`config.mk`:
```
export PLATFORM = sky130hd
export DESIGN_NAME = swd_watchdog
export DESIGN_NICKNAME = d
export VERILOG_FILES = /design/src/hw/swd_pkg.sv /design/src/hw/swd_sync.sv /design/src/hw/swd_tick.sv /design/src/hw/swd_watchdog.sv
export SDC_FILE = /design/constraint.sdc
export NUM_CORES = 1
export LEC_CHECK = 0
export BUFFER_PORTS_ARGS = -buffer_cell sky130_fd_sc_hd__buf_4
export CAP_MARGIN = 20
export CELL_PAD_IN_SITES_DETAIL_PLACEMENT = 1
export CELL_PAD_IN_SITES_GLOBAL_PLACEMENT = 1
export CORE_UTILIZATION = 40
export CTS_BUF_LIST = sky130_fd_sc_hd__clkbuf_2
export DETAILED_ROUTE_END_ITERATION = 7
export PLACE_DENSITY = 0.79
export SYNTH_ARGS = -nofsm -noshare
export SYNTH_HDL_FRONTEND = slang
export SYNTH_SLANG_ARGS = --single-unit
```
`constraint.sdc`:
```
create_clock -name clk -period 2.5 [get_ports clk]
set_clock_uncertainty 0.05 [all_clocks]
set_input_delay 0.375 -clock clk [delete_from_list [all_inputs] [get_ports clk]]
set_output_delay 0.375 -clock clk [all_outputs]
set_load 0.1 [all_outputs]
```
`src/hw/swd_pkg.sv`:
```
package swd_pkg;

  // ---------------------------------------------------------------
  // clock and oscillator
  // ---------------------------------------------------------------
  localparam int CLK_HZ = 40_000_000;
  localparam int OSC_HZ = 10240;
  localparam int TICK_DIV = CLK_HZ / OSC_HZ;
  localparam int DIV_W = 12;
  localparam int MS_PER_S = 1000;

  // ---------------------------------------------------------------
  // internal oscillator periods in ms
  // ---------------------------------------------------------------
  localparam int TMO_SHORT_MS = 100;
  localparam int TMO_LONG_MS = 1600;
  localparam int RST_SHORT_MS = 50;
  localparam int RST_LONG_MS = 200;

  // ---------------------------------------------------------------
  // periods in timebase ticks
  // ---------------------------------------------------------------
  localparam int CNT_W = 15;
  localparam logic [CNT_W-1:0] INT_TMO_SHORT =
    CNT_W'(TMO_SHORT_MS * OSC_HZ / MS_PER_S);
  localparam logic [CNT_W-1:0] INT_TMO_LONG =
    CNT_W'(TMO_LONG_MS * OSC_HZ / MS_PER_S);
  localparam logic [CNT_W-1:0] INT_RST_SHORT =
    CNT_W'(RST_SHORT_MS * OSC_HZ / MS_PER_S);
  localparam logic [CNT_W-1:0] INT_RST_LONG =
    CNT_W'(RST_LONG_MS * OSC_HZ / MS_PER_S);
  localparam logic [CNT_W-1:0] EXT_TMO_SHORT = 15'h0400;
  localparam logic [CNT_W-1:0] EXT_TMO_LONG = 15'h1000;
  localparam logic [CNT_W-1:0] EXT_RST_SHORT = 15'h0200;
  localparam logic [CNT_W-1:0] EXT_RST_LONG = 15'h0800;

  // ---------------------------------------------------------------
  // synchronised pin bus layout
  // ---------------------------------------------------------------
  localparam int PIN_W = 7;
  localparam int PIN_KICK = 0;
  localparam int PIN_FLOAT = 1;
  localparam int PIN_SUPPLY = 2;
  localparam int PIN_SEL = 3;
  localparam int PIN_TBIN = 4;
  localparam int PIN_ADJ = 5;
  localparam int PIN_LONG = 6;
  localparam logic [PIN_W-1:0] PIN_RST = 7'h00;

  // ---------------------------------------------------------------
  // timer states
  // ---------------------------------------------------------------
  typedef enum logic {
    ST_TIMING,
    ST_PULSE
  } swd_state_e;

endpackage : swd_pkg

```
`src/hw/swd_sync.sv`:
```
module swd_sync
  import swd_pkg::*;
(
  // clock and reset
  input wire logic clk,
  input wire logic rst,
  // pins
  input wire logic [PIN_W-1:0] pin_in,
  output logic [PIN_W-1:0] pin_sync
);

  logic [PIN_W-1:0] meta_q;
  logic [PIN_W-1:0] sync_q;

  // ---------------------------------------------------------------
  // two-stage synchroniser per pin
  // ---------------------------------------------------------------
  genvar i;
  generate
    for (i = 0; i < PIN_W; i++)
    begin : g_bit
      always_ff @(posedge clk or posedge rst)
      begin
        if (rst)
        begin
          meta_q[i] <= PIN_RST[i];
          sync_q[i] <= PIN_RST[i];
        end
        else
        begin
          meta_q[i] <= pin_in[i];
          sync_q[i] <= meta_q[i];
        end
      end
    end
  endgenerate

  assign pin_sync = sync_q;

endmodule : swd_sync

```
`src/hw/swd_tick.sv`:
```
module swd_tick
  import swd_pkg::*;
#(
  parameter logic [DIV_W-1:0] DIV = DIV_W'(TICK_DIV)
)
(
  // clock and reset
  input wire logic clk,
  input wire logic rst,
  // timebase source
  input wire logic ext_mode,
  input wire logic ext_clk_s,
  // tick
  output logic tick
);

  logic [DIV_W-1:0] div_q;
  logic [DIV_W-1:0] div_d;
  logic ext_prev_q;
  logic ext_prev_d;
  logic tick_q;
  logic tick_d;

  // ---------------------------------------------------------------
  // internal divider or external clock rising edge
  // ---------------------------------------------------------------
  always_comb
  begin
    ext_prev_d = ext_clk_s;
    div_d = div_q;
    tick_d = 1'b0;
    if (ext_mode)
    begin
      div_d = '0;
      tick_d = ext_clk_s && !ext_prev_q;
    end
    else if (div_q == DIV - 12'h001)
    begin
      div_d = '0;
      tick_d = 1'b1;
    end
    else
    begin
      div_d = div_q + 12'h001;
    end
  end

  always_ff @(posedge clk or posedge rst)
  begin
    if (rst)
    begin
      div_q <= '0;
      ext_prev_q <= 1'b0;
      tick_q <= 1'b0;
    end
    else
    begin
      div_q <= div_d;
      ext_prev_q <= ext_prev_d;
      tick_q <= tick_d;
    end
  end

  assign tick = tick_q;

endmodule : swd_tick

```
`src/hw/swd_watchdog.sv`:
```
// Operation
// - timeout with no kick edge drives reset low, 35ms or 140ms minimum
// - adjustable variant uses long period of at least 1 s after reset
// - short 70ms period starts after first kick edge once reset released
// - non-adjustable variant always uses one period of at least 1 s
// - count restarts when reset output returns inactive
// - every kick edge before expiry clears and restarts the count
// - constant kick level gives repeated resets about every 1.6 s
// - floating kick input switches the watchdog off
// - timer held disabled while supply low or below battery
// - adjustable flag goes low at expiry, high at next kick edge
// - flag forced high while supply low or below battery
// - external clock: 1024 and 4096 clock periods, reset 512 or 2048
// - internal oscillator fixes reset length at 35ms or 140ms minimum
// - timebase input picks 100ms or 1.6 s normal period internally
// - period right after reset is at least one second internally
// - internal timebase runs at nominal 10.24 kHz
// - kick input ignored in battery backup mode
module swd_watchdog
  import swd_pkg::*;
#(
  parameter logic [DIV_W-1:0] TICK_DIVIDE = DIV_W'(TICK_DIV)
)
(
  // clock and reset
  input wire logic clk,
  input wire logic rst,
  // kick from host
  input wire logic watchdog_kick_input,
  input wire logic kick_floating,
  // supply monitor
  input wire logic supply_ok,
  // timebase pins
  input wire logic timebase_select,
  input wire logic timebase_input,
  // variant straps
  input wire logic variant_adjustable,
  input wire logic variant_long_reset,
  // outputs
  output logic reset_out_n,
  output logic timeout_flag_output
);

  logic [PIN_W-1:0] pins;
  logic [PIN_W-1:0] pins_s;
  logic kick_s;
  logic float_s;
  logic supply_s;
  logic sel_s;
  logic tbin_s;
  logic adj_s;
  logic long_var_s;
  logic enabled;
  logic ext_mode;
  logic tick;
  logic kick_edge;
  logic [CNT_W-1:0] tmo_lim;
  logic [CNT_W-1:0] rst_lim;
  logic expire;

  swd_state_e state_q;
  swd_state_e state_d;
  logic [CNT_W-1:0] cnt_q;
  logic [CNT_W-1:0] cnt_d;
  logic long_q;
  logic long_d;
  logic kick_prev_q;
  logic kick_prev_d;
  logic rst_n_q;
  logic rst_n_d;
  logic flag_q;
  logic flag_d;

  // ---------------------------------------------------------------
  // pin synchronisers
  // ---------------------------------------------------------------
  assign pins = {variant_long_reset, variant_adjustable, timebase_input,
                 timebase_select, supply_ok, kick_floating,
                 watchdog_kick_input};

  swd_sync u_sync (
    .clk(clk),
    .rst(rst),
    .pin_in(pins),
    .pin_sync(pins_s)
  );

  assign kick_s = pins_s[PIN_KICK];
  assign float_s = pins_s[PIN_FLOAT];
  assign supply_s = pins_s[PIN_SUPPLY];
  assign sel_s = pins_s[PIN_SEL];
  assign tbin_s = pins_s[PIN_TBIN];
  assign adj_s = pins_s[PIN_ADJ];
  assign long_var_s = pins_s[PIN_LONG];

  // ---------------------------------------------------------------
  // timebase
  // ---------------------------------------------------------------
  assign ext_mode = adj_s && !sel_s;

  swd_tick #(
    .DIV(TICK_DIVIDE)
  ) u_tick (
    .clk(clk),
    .rst(rst),
    .ext_mode(ext_mode),
    .ext_clk_s(tbin_s),
    .tick(tick)
  );

  // ---------------------------------------------------------------
  // period selection
  // ---------------------------------------------------------------
  function automatic logic [CNT_W-1:0] sel_tmo(
    input logic adj,
    input logic ext,
    input logic tbin,
    input logic long_per
  );
    logic [CNT_W-1:0] lim;
    lim = INT_TMO_LONG;
    if (adj && ext)
      lim = long_per ? EXT_TMO_LONG : EXT_TMO_SHORT;
    else if (adj && !long_per && !tbin)
      lim = INT_TMO_SHORT;
    else if (adj)
      lim = INT_TMO_LONG;
    return lim;
  endfunction : sel_tmo

  function automatic logic [CNT_W-1:0] sel_rst(
    input logic ext,
    input logic long_var
  );
    logic [CNT_W-1:0] lim;
    if (ext)
      lim = long_var ? EXT_RST_LONG : EXT_RST_SHORT;
    else
      lim = long_var ? INT_RST_LONG : INT_RST_SHORT;
    return lim;
  endfunction : sel_rst

  assign tmo_lim = sel_tmo(adj_s, ext_mode, tbin_s, long_q);
  assign rst_lim = sel_rst(ext_mode, long_var_s);

  // ---------------------------------------------------------------
  // kick edge and enable
  // ---------------------------------------------------------------
  assign enabled = supply_s && !float_s;
  assign kick_edge = kick_s ^ kick_prev_q;
  assign expire = (state_q == ST_TIMING) && enabled && !kick_edge &&
                  tick && (cnt_q >= tmo_lim - 15'h0001);

  // ---------------------------------------------------------------
  // timer state machine
  // ---------------------------------------------------------------
  always_comb
  begin
    state_d = state_q;
    cnt_d = cnt_q;
    long_d = long_q;
    rst_n_d = rst_n_q;
    flag_d = flag_q;
    kick_prev_d = kick_s;
    if (!enabled)
    begin
      state_d = ST_TIMING;
      cnt_d = '0;
      long_d = 1'b1;
      rst_n_d = 1'b1;
      flag_d = 1'b1;
    end
    else
    begin
      unique case (state_q)
        ST_TIMING:
        begin
          if (kick_edge)
          begin
            cnt_d = '0;
            flag_d = 1'b1;
            long_d = 1'b0;
          end
          else if (expire)
          begin
            state_d = ST_PULSE;
            cnt_d = '0;
            rst_n_d = 1'b0;
            flag_d = !adj_s;
            long_d = 1'b1;
          end
          else if (tick)
          begin
            cnt_d = cnt_q + 15'h0001;
          end
        end
        ST_PULSE:
        begin
          if (kick_edge)
            flag_d = 1'b1;
          if (tick)
          begin
            if (cnt_q == rst_lim - 15'h0001)
            begin
              state_d = ST_TIMING;
              cnt_d = '0;
              rst_n_d = 1'b1;
            end
            else
            begin
              cnt_d = cnt_q + 15'h0001;
            end
          end
        end
      endcase
    end
  end

  always_ff @(posedge clk or posedge rst)
  begin
    if (rst)
    begin
      state_q <= ST_TIMING;
      cnt_q <= '0;
      long_q <= 1'b1;
      kick_prev_q <= 1'b0;
      rst_n_q <= 1'b1;
      flag_q <= 1'b1;
    end
    else
    begin
      state_q <= state_d;
      cnt_q <= cnt_d;
      long_q <= long_d;
      kick_prev_q <= kick_prev_d;
      rst_n_q <= rst_n_d;
      flag_q <= flag_d;
    end
  end

  assign reset_out_n = rst_n_q;
  assign timeout_flag_output = flag_q;
endmodule : swd_watchdog

```
==> results.json, run 1 <==
{
  "status": "finished, final reports clean",
  "track_usage_pct": 18.4,
  "synth-edff-count": 0,
  "syn-cell-area_sq_mm": 0.00232,
  "place_hpwl_mm": 3.33,
  "start_util_pct": 41.8,
  "final_cell_mix": "dfrtp_1 (45), nor2_1 (23), buf_4 (21)",
  "grt_pass1_wl_mm": 8.59,
  "seq_area_sq_mm": 0.00120,
  "antenna_left": 0,
  "ys_seq_elements": 48,
  "final_common_cell": "dfrtp_1",
  "synth_area_leader_cell": "dfrtp_1",
  "holdCritPathClass": "reg -> reg",
  "fin_area_sq_mm": 0.00276,
  "crit_end": "cnt_q[14]$_DFFE_PP0P_",
  "grt_pass1_vias": 1742,
  "routed_wl_mm": 4.98,
  "drv_cap": 0,
  "routedWlPerCell_um": 15.7,
  "syn_inst": 212,
  "critPathArrivalTime_ns": 2.75,
  "cts-root-buf": "clkbuf_2",
  "required_ns": 2.79,
  "r2r_setup_slack_ns": 0.04,
  "io_buffers": 10,
  "drcViolationCount": 0,
  "powerDensity_mw_per_mm2": 539,
  "syn-num-nets": 230,
  "synthFlopType": "dfrtp_1",
  "fp-row-count": 27,
  "period_share_pct": 98.4,
  "vdd_drop_max_uv": 442,
  "gp_congestion": 0.759,
  "clock_latency_ns": 0.44,
  "r2r-end": "cnt_q[14]$_DFFE_PP0P_",
  "rsz0062_at_grt": "true",
  "nets": 263,
  "cts_tree": "built",
  "ys_warn_count": 0,
  "tns_ns": 0,
  "highest_layer": "met4",
  "ioPinCount": 11,
  "leakage_nw": 1.17,
  "fmax_mhz": 407,
  "post-place-ws_ns": -0.0896,
  "worstMarginPinSlew_ns": 0.682,
  "async_reset_ff_share_pct": 100,
  "synth_top_area_share_pct": 48.6,
  "numCtsBuffers": 5,
  "multi_input_area_sq_mm": 0.00110,
  "met3WireLength_um": 120,
  "die_area_sq_mm": 0.00610,
  "die_height_um": 78.1,
  "hold_viol_final": 0,
  "cts_htree_levels": 2,
  "clk_pin_slew_ns": 0.27,
  "wl_met1_mm": 2.33,
  "syn_avg_cell_area_sq_um": 10.9,
  "startpoint_type": "flop",
  "clk_path_buf_depth": 2,
  "synthTopCellsByArea": "dfrtp_1 (49%), xnor2_1 (6.1%), ha_1 (4.9%)",
  "dpl_cell_area_sq_mm": 0.00253,
  "ys_seq_area_share_pct": 52.0,
  "drv_slew": 0,
  "slew_headroom_pct": 54.5,
  "syn_to_final_growth_pct": 19.1,
  "nFillCells": 621,
  "first_pass_iters": 4,
  "startpoint": "long_q$_DFFE_PP1P_",
  "ys_types": 42,
  "grt.overflow.total": 0,
  "core_sq_mm": 0.00554,
  "cp_max_fo": 13,
  "dieWidth_um": 78.1,
  "path_class": "reg -> reg",
  "antenna_found_initial": 0,
  "routed_via_density": 5.20,
  "hold_depth": 0,
  "finalSetupViolCount": 0,
  "cts.sink_count": 48,
  "reg2regPathDepth": 10,
  "grt_max_degree": 33,
  "drive_gt1_share_pct": 25.6,
  "vias": 1653,
  "layout_min_cycle_time_ns": 2.46,
  "wl_met2_mm": 2.47,
  "antenna_cells": 0,
  "drt_iter0_markers": 59,
  "finalPower_mw": 1.49,
  "r2r_start": "long_q$_DFFE_PP1P_",
  "worst_slack_ns": 0.0409,
  "worstSetupEndpointType": "flop"
}
[layer usage]
| layer | GRT usage, % | vias to the layer above |
|---|---|---|
| met5 | 0 | - |
| met4 | 5.37 | 0 |
| met3 | 4.07 | 6 |
| met2 | 29.6 | 21 |
| met1 | 24.9 | 837 |
| li1 | - | 789 |
[state kept, by name, indices dropped and copies added (netlist names)]
signal and flops:
timeout_flag_output 1, u_tick.tick 1, reset_out_n 1, u_tick.div_q 12, kick_prev_q 1, cnt_q 15, u_tick.ext_prev_q 1, u_sync.pin_sync 7
long_q 1, u_sync.meta_q 7, state_q 1
[synthesized netlist by cell type, types with 3 or more instances]
cell type   n
dfrtp_1    45
nor2_1     23
nand2_1    18
xnor2_1    16
inv_1      10
nor2_2     10
ha_1        9
nand3_1     8
o21ai_0     8
xor2_1      8
a21oi_1     5
or3_1       5
nor3_1      4
dfstp_2     3
nor4_1      3
[where the power goes]
group | total, mW | switching [mW] | internal [mW]
Clock | 0.431 | 0.264 | 0.167
Sequential | 0.877 | 0.0536 | 0.823
Combinational | 0.180 | 0.0972 | 0.0829
[worst max-delay path, cell delays in order (launching register included)]
cell and delay, ns:
dfstp_2 0.64, a211oi_2 0.06, buf_4 0.14, buf_4 0.13
ha_1 0.26, nand2_1 0.08, o41ai_4 0.38, a21oi_4 0.12
a211oi_4 0.25, buf_12 0.18, nor2_1 0.06
[per-stage QoR]
stage,hold WS (ns),instances,util [%]
after floorplan,0.281,212,-
after global placement,0.282,298,45.7
after detailed placement,0.286,298,45.7
after CTS,0.337,315,48.7
after global routing,0.345,318,49.8
final,0.334,318,49.8
[repair_timing]
item	in CTS	in global routing
setup endpoints to repair	18	18
setup buffers	1	3
hold endpoints to repair	35	0
hold buffers	8	0
pin swaps	0	3
resized for setup	3	4
[how the worst min path moves through the flow]
stage                                     startpoint  slack [ns]                           end
after floorplan           u_sync.meta_q[0]$_DFF_PP0_        0.28  u_sync.pin_sync[0]$_DFF_PP0_
after global placement    u_sync.meta_q[6]$_DFF_PP0_        0.28  u_sync.pin_sync[6]$_DFF_PP0_
after CTS                 u_sync.meta_q[1]$_DFF_PP0_        0.34  u_sync.pin_sync[1]$_DFF_PP0_
final                     u_sync.meta_q[6]$_DFF_PP0_        0.33  u_sync.pin_sync[6]$_DFF_PP0_
after global routing      u_sync.meta_q[1]$_DFF_PP0_        0.34  u_sync.pin_sync[1]$_DFF_PP0_
after detailed placement  u_sync.meta_q[1]$_DFF_PP0_        0.29  u_sync.pin_sync[1]$_DFF_PP0_
[final cells by class]
| cell class | count | area share (%) |
|---|---|---|
| Sequential cell | 48 | 43.7 |
| Multi-Input combinational cell | 150 | 39.9 |
| Timing Repair Buffer | 30 | 9.34 |
| Tap cell | 72 | 3.27 |
| Clock inverter | 3 | 1.54 |
| Inverter | 10 | 1.36 |
| Clock buffer | 5 | 0.907 |
[cells by family after synthesis]
kind of cell	after synthesis	synth area share, %
AO/OA/AOI/OAI	27	8.97
XOR/XNOR	24	9.08
adder cells (fa/ha/maj)	9	4.86
buffers and inverters	14	2.65
flip-flops	48	52.0
multiplexers	1	0.432
AND/OR/NAND/NOR	89	22.0
Power figures use the tool's default switching activity.
==> inputs of run 2 (changes only) <==
--- a/config.mk
+++ b/config.mk
@@ -12,7 +12,9 @@
 export CORE_UTILIZATION = 40
 export CTS_BUF_LIST = sky130_fd_sc_hd__clkbuf_2
 export DETAILED_ROUTE_END_ITERATION = 7
-export PLACE_DENSITY = 0.79
+export GPL_TIMING_DRIVEN = 0
+export PLACE_DENSITY = 0.77
+export SKIP_LAST_GASP = 1
 export SYNTH_ARGS = -nofsm -noshare
 export SYNTH_HDL_FRONTEND = slang
 export SYNTH_SLANG_ARGS = --single-unit
==> run 2 against run 1 <==
Net effect: sequential power about the same; via count down 2.8%; die area unchanged; highest routed layer unchanged.
==> results.json, run 2 (same netlist as run 1, synthesis figures left out) <==
{
  "startpoint_type": "flop",
  "cp_top_family": "compound AO/OA/AOI/OAI gates",
  "status": "finished, final reports clean",
  "final_cells": 318,
  "crit_path_cell_trace": "a211oi_2 -> inv_1 -> ha_2 -> ha_1 -> a211oi_2 -> o21bai_2 -> a21oi_4 -> buf_4 -> nor4_2 -> a31o_2",
  "drv_cap": 0,
  "ioPinCount": 11,
  "start_util_pct": 41.8,
  "drv_slew": 0,
  "cts-root-buf": "clkbuf_2",
  "p_sw_share_pct": 30.2,
  "slew_headroom_pct": 65.7,
  "io_buffers": 10,
  "largest_register_ff_count": 15,
  "top_register": "cnt_q",
  "fin_util_pct": 49.1,
  "antenna_cells": 0,
  "crit_top_cell": "a211oi_2",
  "clk_pin_slew_ns": 0.27,
  "worst_slack_ns": 0.0610,
  "die_height_um": 78.1,
  "cts.sink_count": 48,
  "powerDensity_mw_per_mm2": 516,
  "hold_viol_final": 0,
  "seqPwrFrac_pct": 62.2,
  "clock_latency_ns": 0.45,
  "internal-power_mw": 0.980,
  "grt.overflow.total": 0,
  "cpPeakStageDelay_ns": 0.47,
  "post-place-ws_ns": -0.306,
  "place_hpwl_mm": 3.17,
  "period_share_pct": 97.6,
  "first_pass_iters": 3,
  "hold_depth": 0,
  "finalSetupViolCount": 0,
  "pwr-share-clk_pct": 25.5,
  "vdd_drop_max_uv": 350,
  "syn_to_final_growth_pct": 17.5,
  "r2r_start": "u_sync.pin_sync[4]$_DFF_PP0_",
  "dp_cells": 295,
  "r2r_setup_slack_ns": 0.06,
  "layout_min_cycle_time_ns": 2.44,
  "reg2regPathDepth": 10,
  "core_sq_mm": 0.00554,
  "vias": 1606,
  "antenna_found_initial": 0,
  "critPathArrivalTime_ns": 2.77,
  "tns_ns": 0,
  "fmax_mhz": 410,
  "fp-row-count": 27,
  "whs_endpoint": "u_sync.pin_sync[5]$_DFF_PP0_",
  "worstMarginPinSlew_ns": 0.513,
  "nets": 263,
  "drt_iter0_markers": 58,
  "cp_max_fo": 3,
  "power_switching_mw": 0.425,
  "cts_htree_levels": 2,
  "min_from": "u_sync.meta_q[5]$_DFF_PP0_",
  "grt_pass1_wl_mm": 8.15,
  "routed_via_density": 5.05,
  "clk_path_buf_depth": 2,
  "cp_num_buf_inv": 2,
  "dieWidth_um": 78.1,
  "final_cell_mix": "dfrtp_1 (45), nor2_1 (22), nand2_1 (18)",
  "numCtsBuffers": 5,
  "crit_path_top_delay_cell": "dfrtp_1",
  "holdCritPathClass": "reg -> reg",
  "cts_tree": "built",
  "antenna_left": 0,
  "drcViolationCount": 0,
  "pwr-share-comb_pct": 12.3,
  "leakage_nw": 1.16,
  "top_regs": "cnt_q x15, u_tick.div_q x12",
  "routed_wl_mm": 4.60,
  "path_class": "reg -> reg",
  "track_usage_pct": 17.3,
  "die_area_sq_mm": 0.00610,
  "final_common_cell": "dfrtp_1",
  "grt_max_degree": 27,
  "required_ns": 2.83,
  "drive_gt1_share_pct": 25.6,
  "grt_pass1_vias": 1762,
  "worstSetupEndpointType": "flop",
  "rsz0062_at_grt": "true",
  "gp_congestion": 0.824,
  "r2r-end": "state_q$_DFF_PP0_",
  "routedWlPerCell_um": 14.5
}
run 2: how the worst max path moves through the flow:
stage | start | depth (start not counted) | slack [ns] | to
2_1_floorplan | u_sync.pin_sync[4]$_DFF_PP0_ | 11 | 0.09 | cnt_q[2]$_DFFE_PP0P_
3_3_place_gp | u_sync.pin_sync[4]$_DFF_PP0_ | 11 | -0.24 | cnt_q[10]$_DFFE_PP0P_
3_5_place_dp | u_sync.pin_sync[4]$_DFF_PP0_ | 11 | -0.31 | cnt_q[5]$_DFFE_PP0P_
4_1_cts | u_sync.pin_sync[3]$_DFF_PP0_ | 11 | 0.02 | cnt_q[14]$_DFFE_PP0P_
5_1_grt | u_sync.pin_sync[4]$_DFF_PP0_ | 11 | -0.05 | cnt_q[13]$_DFFE_PP0P_
6_report | u_sync.pin_sync[4]$_DFF_PP0_ | 10 | 0.06 | state_q$_DFF_PP0_
run 2: repair_timing:
item / 4_1_cts / 5_1_grt
hold buffers: 8 / 0
buffers inserted: 5 / 1
gates resized for setup: 6 / 6
pin swaps: 5 / 4
gates cloned: 1 / 0
endpoints found under the setup margin: 18 / 19
hold endpoints to repair: 26 / 0
run 2: layout make-up:
type	count	area [sq um]
flip-flops and latches	48	1200
multi-input cells	150	1090
clock buffers	5	25.0
repair buffers	26	228
plain buffers	4	23.8
well taps	72	90.1
inverters	10	37.5
fillers	631	2820
clock inverters	3	25.0
run 2: metrics by stage:
| stage | total power [mW] | hold WS [ns] | area [sq um] |
|---|---|---|---|
| final | 1.41 | 0.340 | 2720 |
| after global routing | 1.48 | 0.347 | 2720 |
| after CTS | 1.42 | 0.345 | 2690 |
| after detailed placement | 1.04 | 0.286 | 2500 |
| after global placement | 1.03 | 0.282 | 2480 |
| after floorplan | 0.986 | 0.281 | 2320 |
run 2: per-layer routing:
layer  share of wire [%]  global-route usage, %
met5                   0                      0
met4                 1.6                   6.67
met3                 2.3                   3.49
met2                  51                   29.5
met1                  45                   21.6
run 2: power by group through the flow:
stage | Combinational (mW) | Clock [mW] | Sequential (mW)
final | 0.173 | 0.358 | 0.874
after global routing | 0.199 | 0.396 | 0.882
after CTS | 0.171 | 0.372 | 0.875
after detailed placement | 0.153 | 0 | 0.887
after global placement | 0.145 | 0 | 0.883
after floorplan | 0.112 | 0 | 0.874
==> inputs of run 3 (changes only) <==
--- a/config.mk
+++ b/config.mk
@@ -9,11 +9,11 @@
 export CAP_MARGIN = 20
 export CELL_PAD_IN_SITES_DETAIL_PLACEMENT = 1
 export CELL_PAD_IN_SITES_GLOBAL_PLACEMENT = 1
-export CORE_UTILIZATION = 40
+export CORE_UTILIZATION = 46
 export CTS_BUF_LIST = sky130_fd_sc_hd__clkbuf_2
 export DETAILED_ROUTE_END_ITERATION = 7
 export GPL_TIMING_DRIVEN = 0
-export PLACE_DENSITY = 0.77
+export PLACE_DENSITY_LB_ADDON = 0.1
 export SKIP_LAST_GASP = 1
 export SYNTH_ARGS = -nofsm -noshare
 export SYNTH_HDL_FRONTEND = slang
==> run 3 against run 2 <==
Net effect: design area is 1.4% higher; maximum frequency shrank 0.70%; sequential share of layout area shrank 0.62 points; via count increased by 1.2%; non-clock buffer count increased by 2; sequential power hardly changed; register-to-register slack worse by 0.02 ns; cell count is 0.94% lower; clock power down 14%; first-iteration DRC count fell by 5.2%; largest power group unchanged.
==> results.json, run 3 (same netlist as run 1, synthesis figures left out) <==
{
  "status": "finished, final reports clean",
  "clock_latency_ns": 0.41,
  "antenna_left": 0,
  "routedWlPerCell_um": 15.2,
  "io_buffers": 10,
  "grt_pass1_wl_mm": 8.40,
  "start_util_pct": 48.4,
  "vdd_drop_max_uv": 334,
  "cts.sink_count": 48,
  "leakage_nw": 1.18,
  "drcViolationCount": 0,
  "routed_wl_mm": 4.78,
  "syn_to_final_growth_pct": 19.2,
  "crit_path_top_delay_cell": "dfrtp_1",
  "hold_depth": 0,
  "fp-row-count": 25,
  "die_height_um": 73.0,
  "startpoint_type": "flop",
  "grt_max_degree": 30,
  "cts-root-buf": "clkbuf_2",
  "drt_iter0_markers": 55,
  "dieWidth_um": 73.0,
  "layout_min_cycle_time_ns": 2.46,
  "top_regs": "cnt_q x15, u_tick.div_q x12",
  "grt_pass1_vias": 1788,
  "finalSetupViolCount": 0,
  "slew_headroom_pct": 67.3,
  "vias": 1625,
  "antenna_found_initial": 0,
  "die_area_sq_mm": 0.00532,
  "path_class": "reg -> reg",
  "numCtsBuffers": 5,
  "top_register": "cnt_q",
  "drv_slew": 0,
  "clk_path_buf_depth": 2,
  "critPathArrivalTime_ns": 2.72,
  "required_ns": 2.77,
  "reg2regPathDepth": 10,
  "largest_register_ff_count": 15,
  "ioPinCount": 11,
  "hold_viol_final": 0,
  "worstMarginPinSlew_ns": 0.491,
  "grt.overflow.total": 0,
  "drive_gt1_share_pct": 27.4,
  "cts_tree": "built",
  "gp_congestion": 0.788,
  "whs_endpoint": "u_sync.pin_sync[3]$_DFF_PP0_",
  "cp_max_fo": 5,
  "rsz0062_at_grt": "true",
  "cts_htree_levels": 2,
  "drv_cap": 0,
  "holdCritPathClass": "reg -> reg",
  "min_from": "u_sync.meta_q[3]$_DFF_PP0_",
  "powerDensity_mw_per_mm2": 496,
  "r2r-end": "cnt_q[2]$_DFFE_PP0P_",
  "final_common_cell": "dfrtp_1",
  "core_sq_mm": 0.00479,
  "nets": 265,
  "track_usage_pct": 21.1,
  "r2r_start": "u_sync.pin_sync[4]$_DFF_PP0_",
  "place_hpwl_mm": 3.35,
  "routed_via_density": 5.16,
  "finalPower_mw": 1.37,
  "hold-worst-slack_ns": 0.332,
  "worstSetupEndpointType": "flop",
  "r2r_setup_slack_ns": 0.04,
  "first_pass_iters": 4,
  "dpl_cell_area_sq_mm": 0.00249,
  "crit_path_cell_trace": "a211oi_2 -> inv_1 -> ha_4 -> xnor2_2 -> ha_1 -> and4_2 -> a21oi_4 -> a211oi_4 -> buf_6 -> nor2_4",
  "fin_area_sq_mm": 0.00276,
  "fmax_mhz": 407,
  "antenna_cells": 0,
  "period_share_pct": 98.2,
  "clk_pin_slew_ns": 0.24,
  "final_cell_mix": "dfrtp_1 (45), nor2_1 (21), nand2_1 (18)",
  "cpPeakStageDelay_ns": 0.46
}
## run 3: worst max-delay path, delay by kind of cell, from the launching register on
kind,cells,cell delay [ns]
flops,1,0.46
xor+xnor,1,0.12
buf+inv,2,0.29
fa+ha+maj,2,0.48
simple gates,2,0.30
compound gates,3,0.66
## run 3: worst max path at each step
stage                                 start                    to  slack [ns]  cells past startpoint
3_5_place_dp   u_sync.pin_sync[4]$_DFF_PP0_  cnt_q[4]$_DFFE_PP0P_       -0.31                     11
4_1_cts        u_sync.pin_sync[3]$_DFF_PP0_  cnt_q[4]$_DFFE_PP0P_       -0.02                     11
2_1_floorplan  u_sync.pin_sync[4]$_DFF_PP0_  cnt_q[2]$_DFFE_PP0P_        0.09                     11
3_3_place_gp   u_sync.pin_sync[4]$_DFF_PP0_  cnt_q[6]$_DFFE_PP0P_       -0.21                     11
6_report       u_sync.pin_sync[4]$_DFF_PP0_  cnt_q[2]$_DFFE_PP0P_        0.04                     10
5_1_grt        u_sync.pin_sync[4]$_DFF_PP0_  cnt_q[2]$_DFFE_PP0P_       -0.12                     11
## run 3: cell type report
cell class                      count  area, sq um
Fill cell                         534         2030
Sequential cell                    48         1200
Multi-Input combinational cell    150         1120
Timing Repair Buffer               28          250
Tap cell                           67         83.8
Inverter                           10         37.5
Clock buffer                        6         30.0
Buffer                              4         23.8
Clock inverter                      2         12.5
## run 3: power breakdown
group,leakage (nW),internal [mW],total [mW],switching (mW)
Combinational,0.530,0.0871,0.185,0.0982
Clock,0.0290,0.0713,0.309,0.238
Sequential,0.616,0.823,0.874,0.0516
Total,1.18,0.981,1.37,0.388
## run 3: repair_timing
item | 4_1_cts | 5_1_grt
gates resized for setup | 12 | 8
endpoints found under the hold margin | 24 | 0
setup buffers | 6 | 2
pin swaps | 11 | 4
cloned | 1 | 0
hold buffers | 8 | 0
setup endpoints to repair | 19 | 19
## run 3: routing by layer
| metal | part of all wire (%) | vias to the layer above | GRT usage [%] |
|---|---|---|---|
| met2 | 54 | 19 | 38.4 |
| met5 | 0 | - | 0 |
| met4 | 1.2 | 0 | 5.88 |
| met1 | 43 | 807 | 25.3 |
| li1 | - | 793 | - |
| met3 | 2.1 | 6 | 4.14 |
## run 3: through the flow
stage                     setup TNS (ns)  setup WS, ns  std cells  utilization (%)
after floorplan                        0        0.0885        212                -
after global placement             -2.31        -0.208        289             51.7
after detailed placement           -4.11        -0.311        290             52.1
after CTS                        -0.0928       -0.0192        313             56.9
after global routing               -1.60        -0.120        315             57.7
final                                  0        0.0439        315             57.7
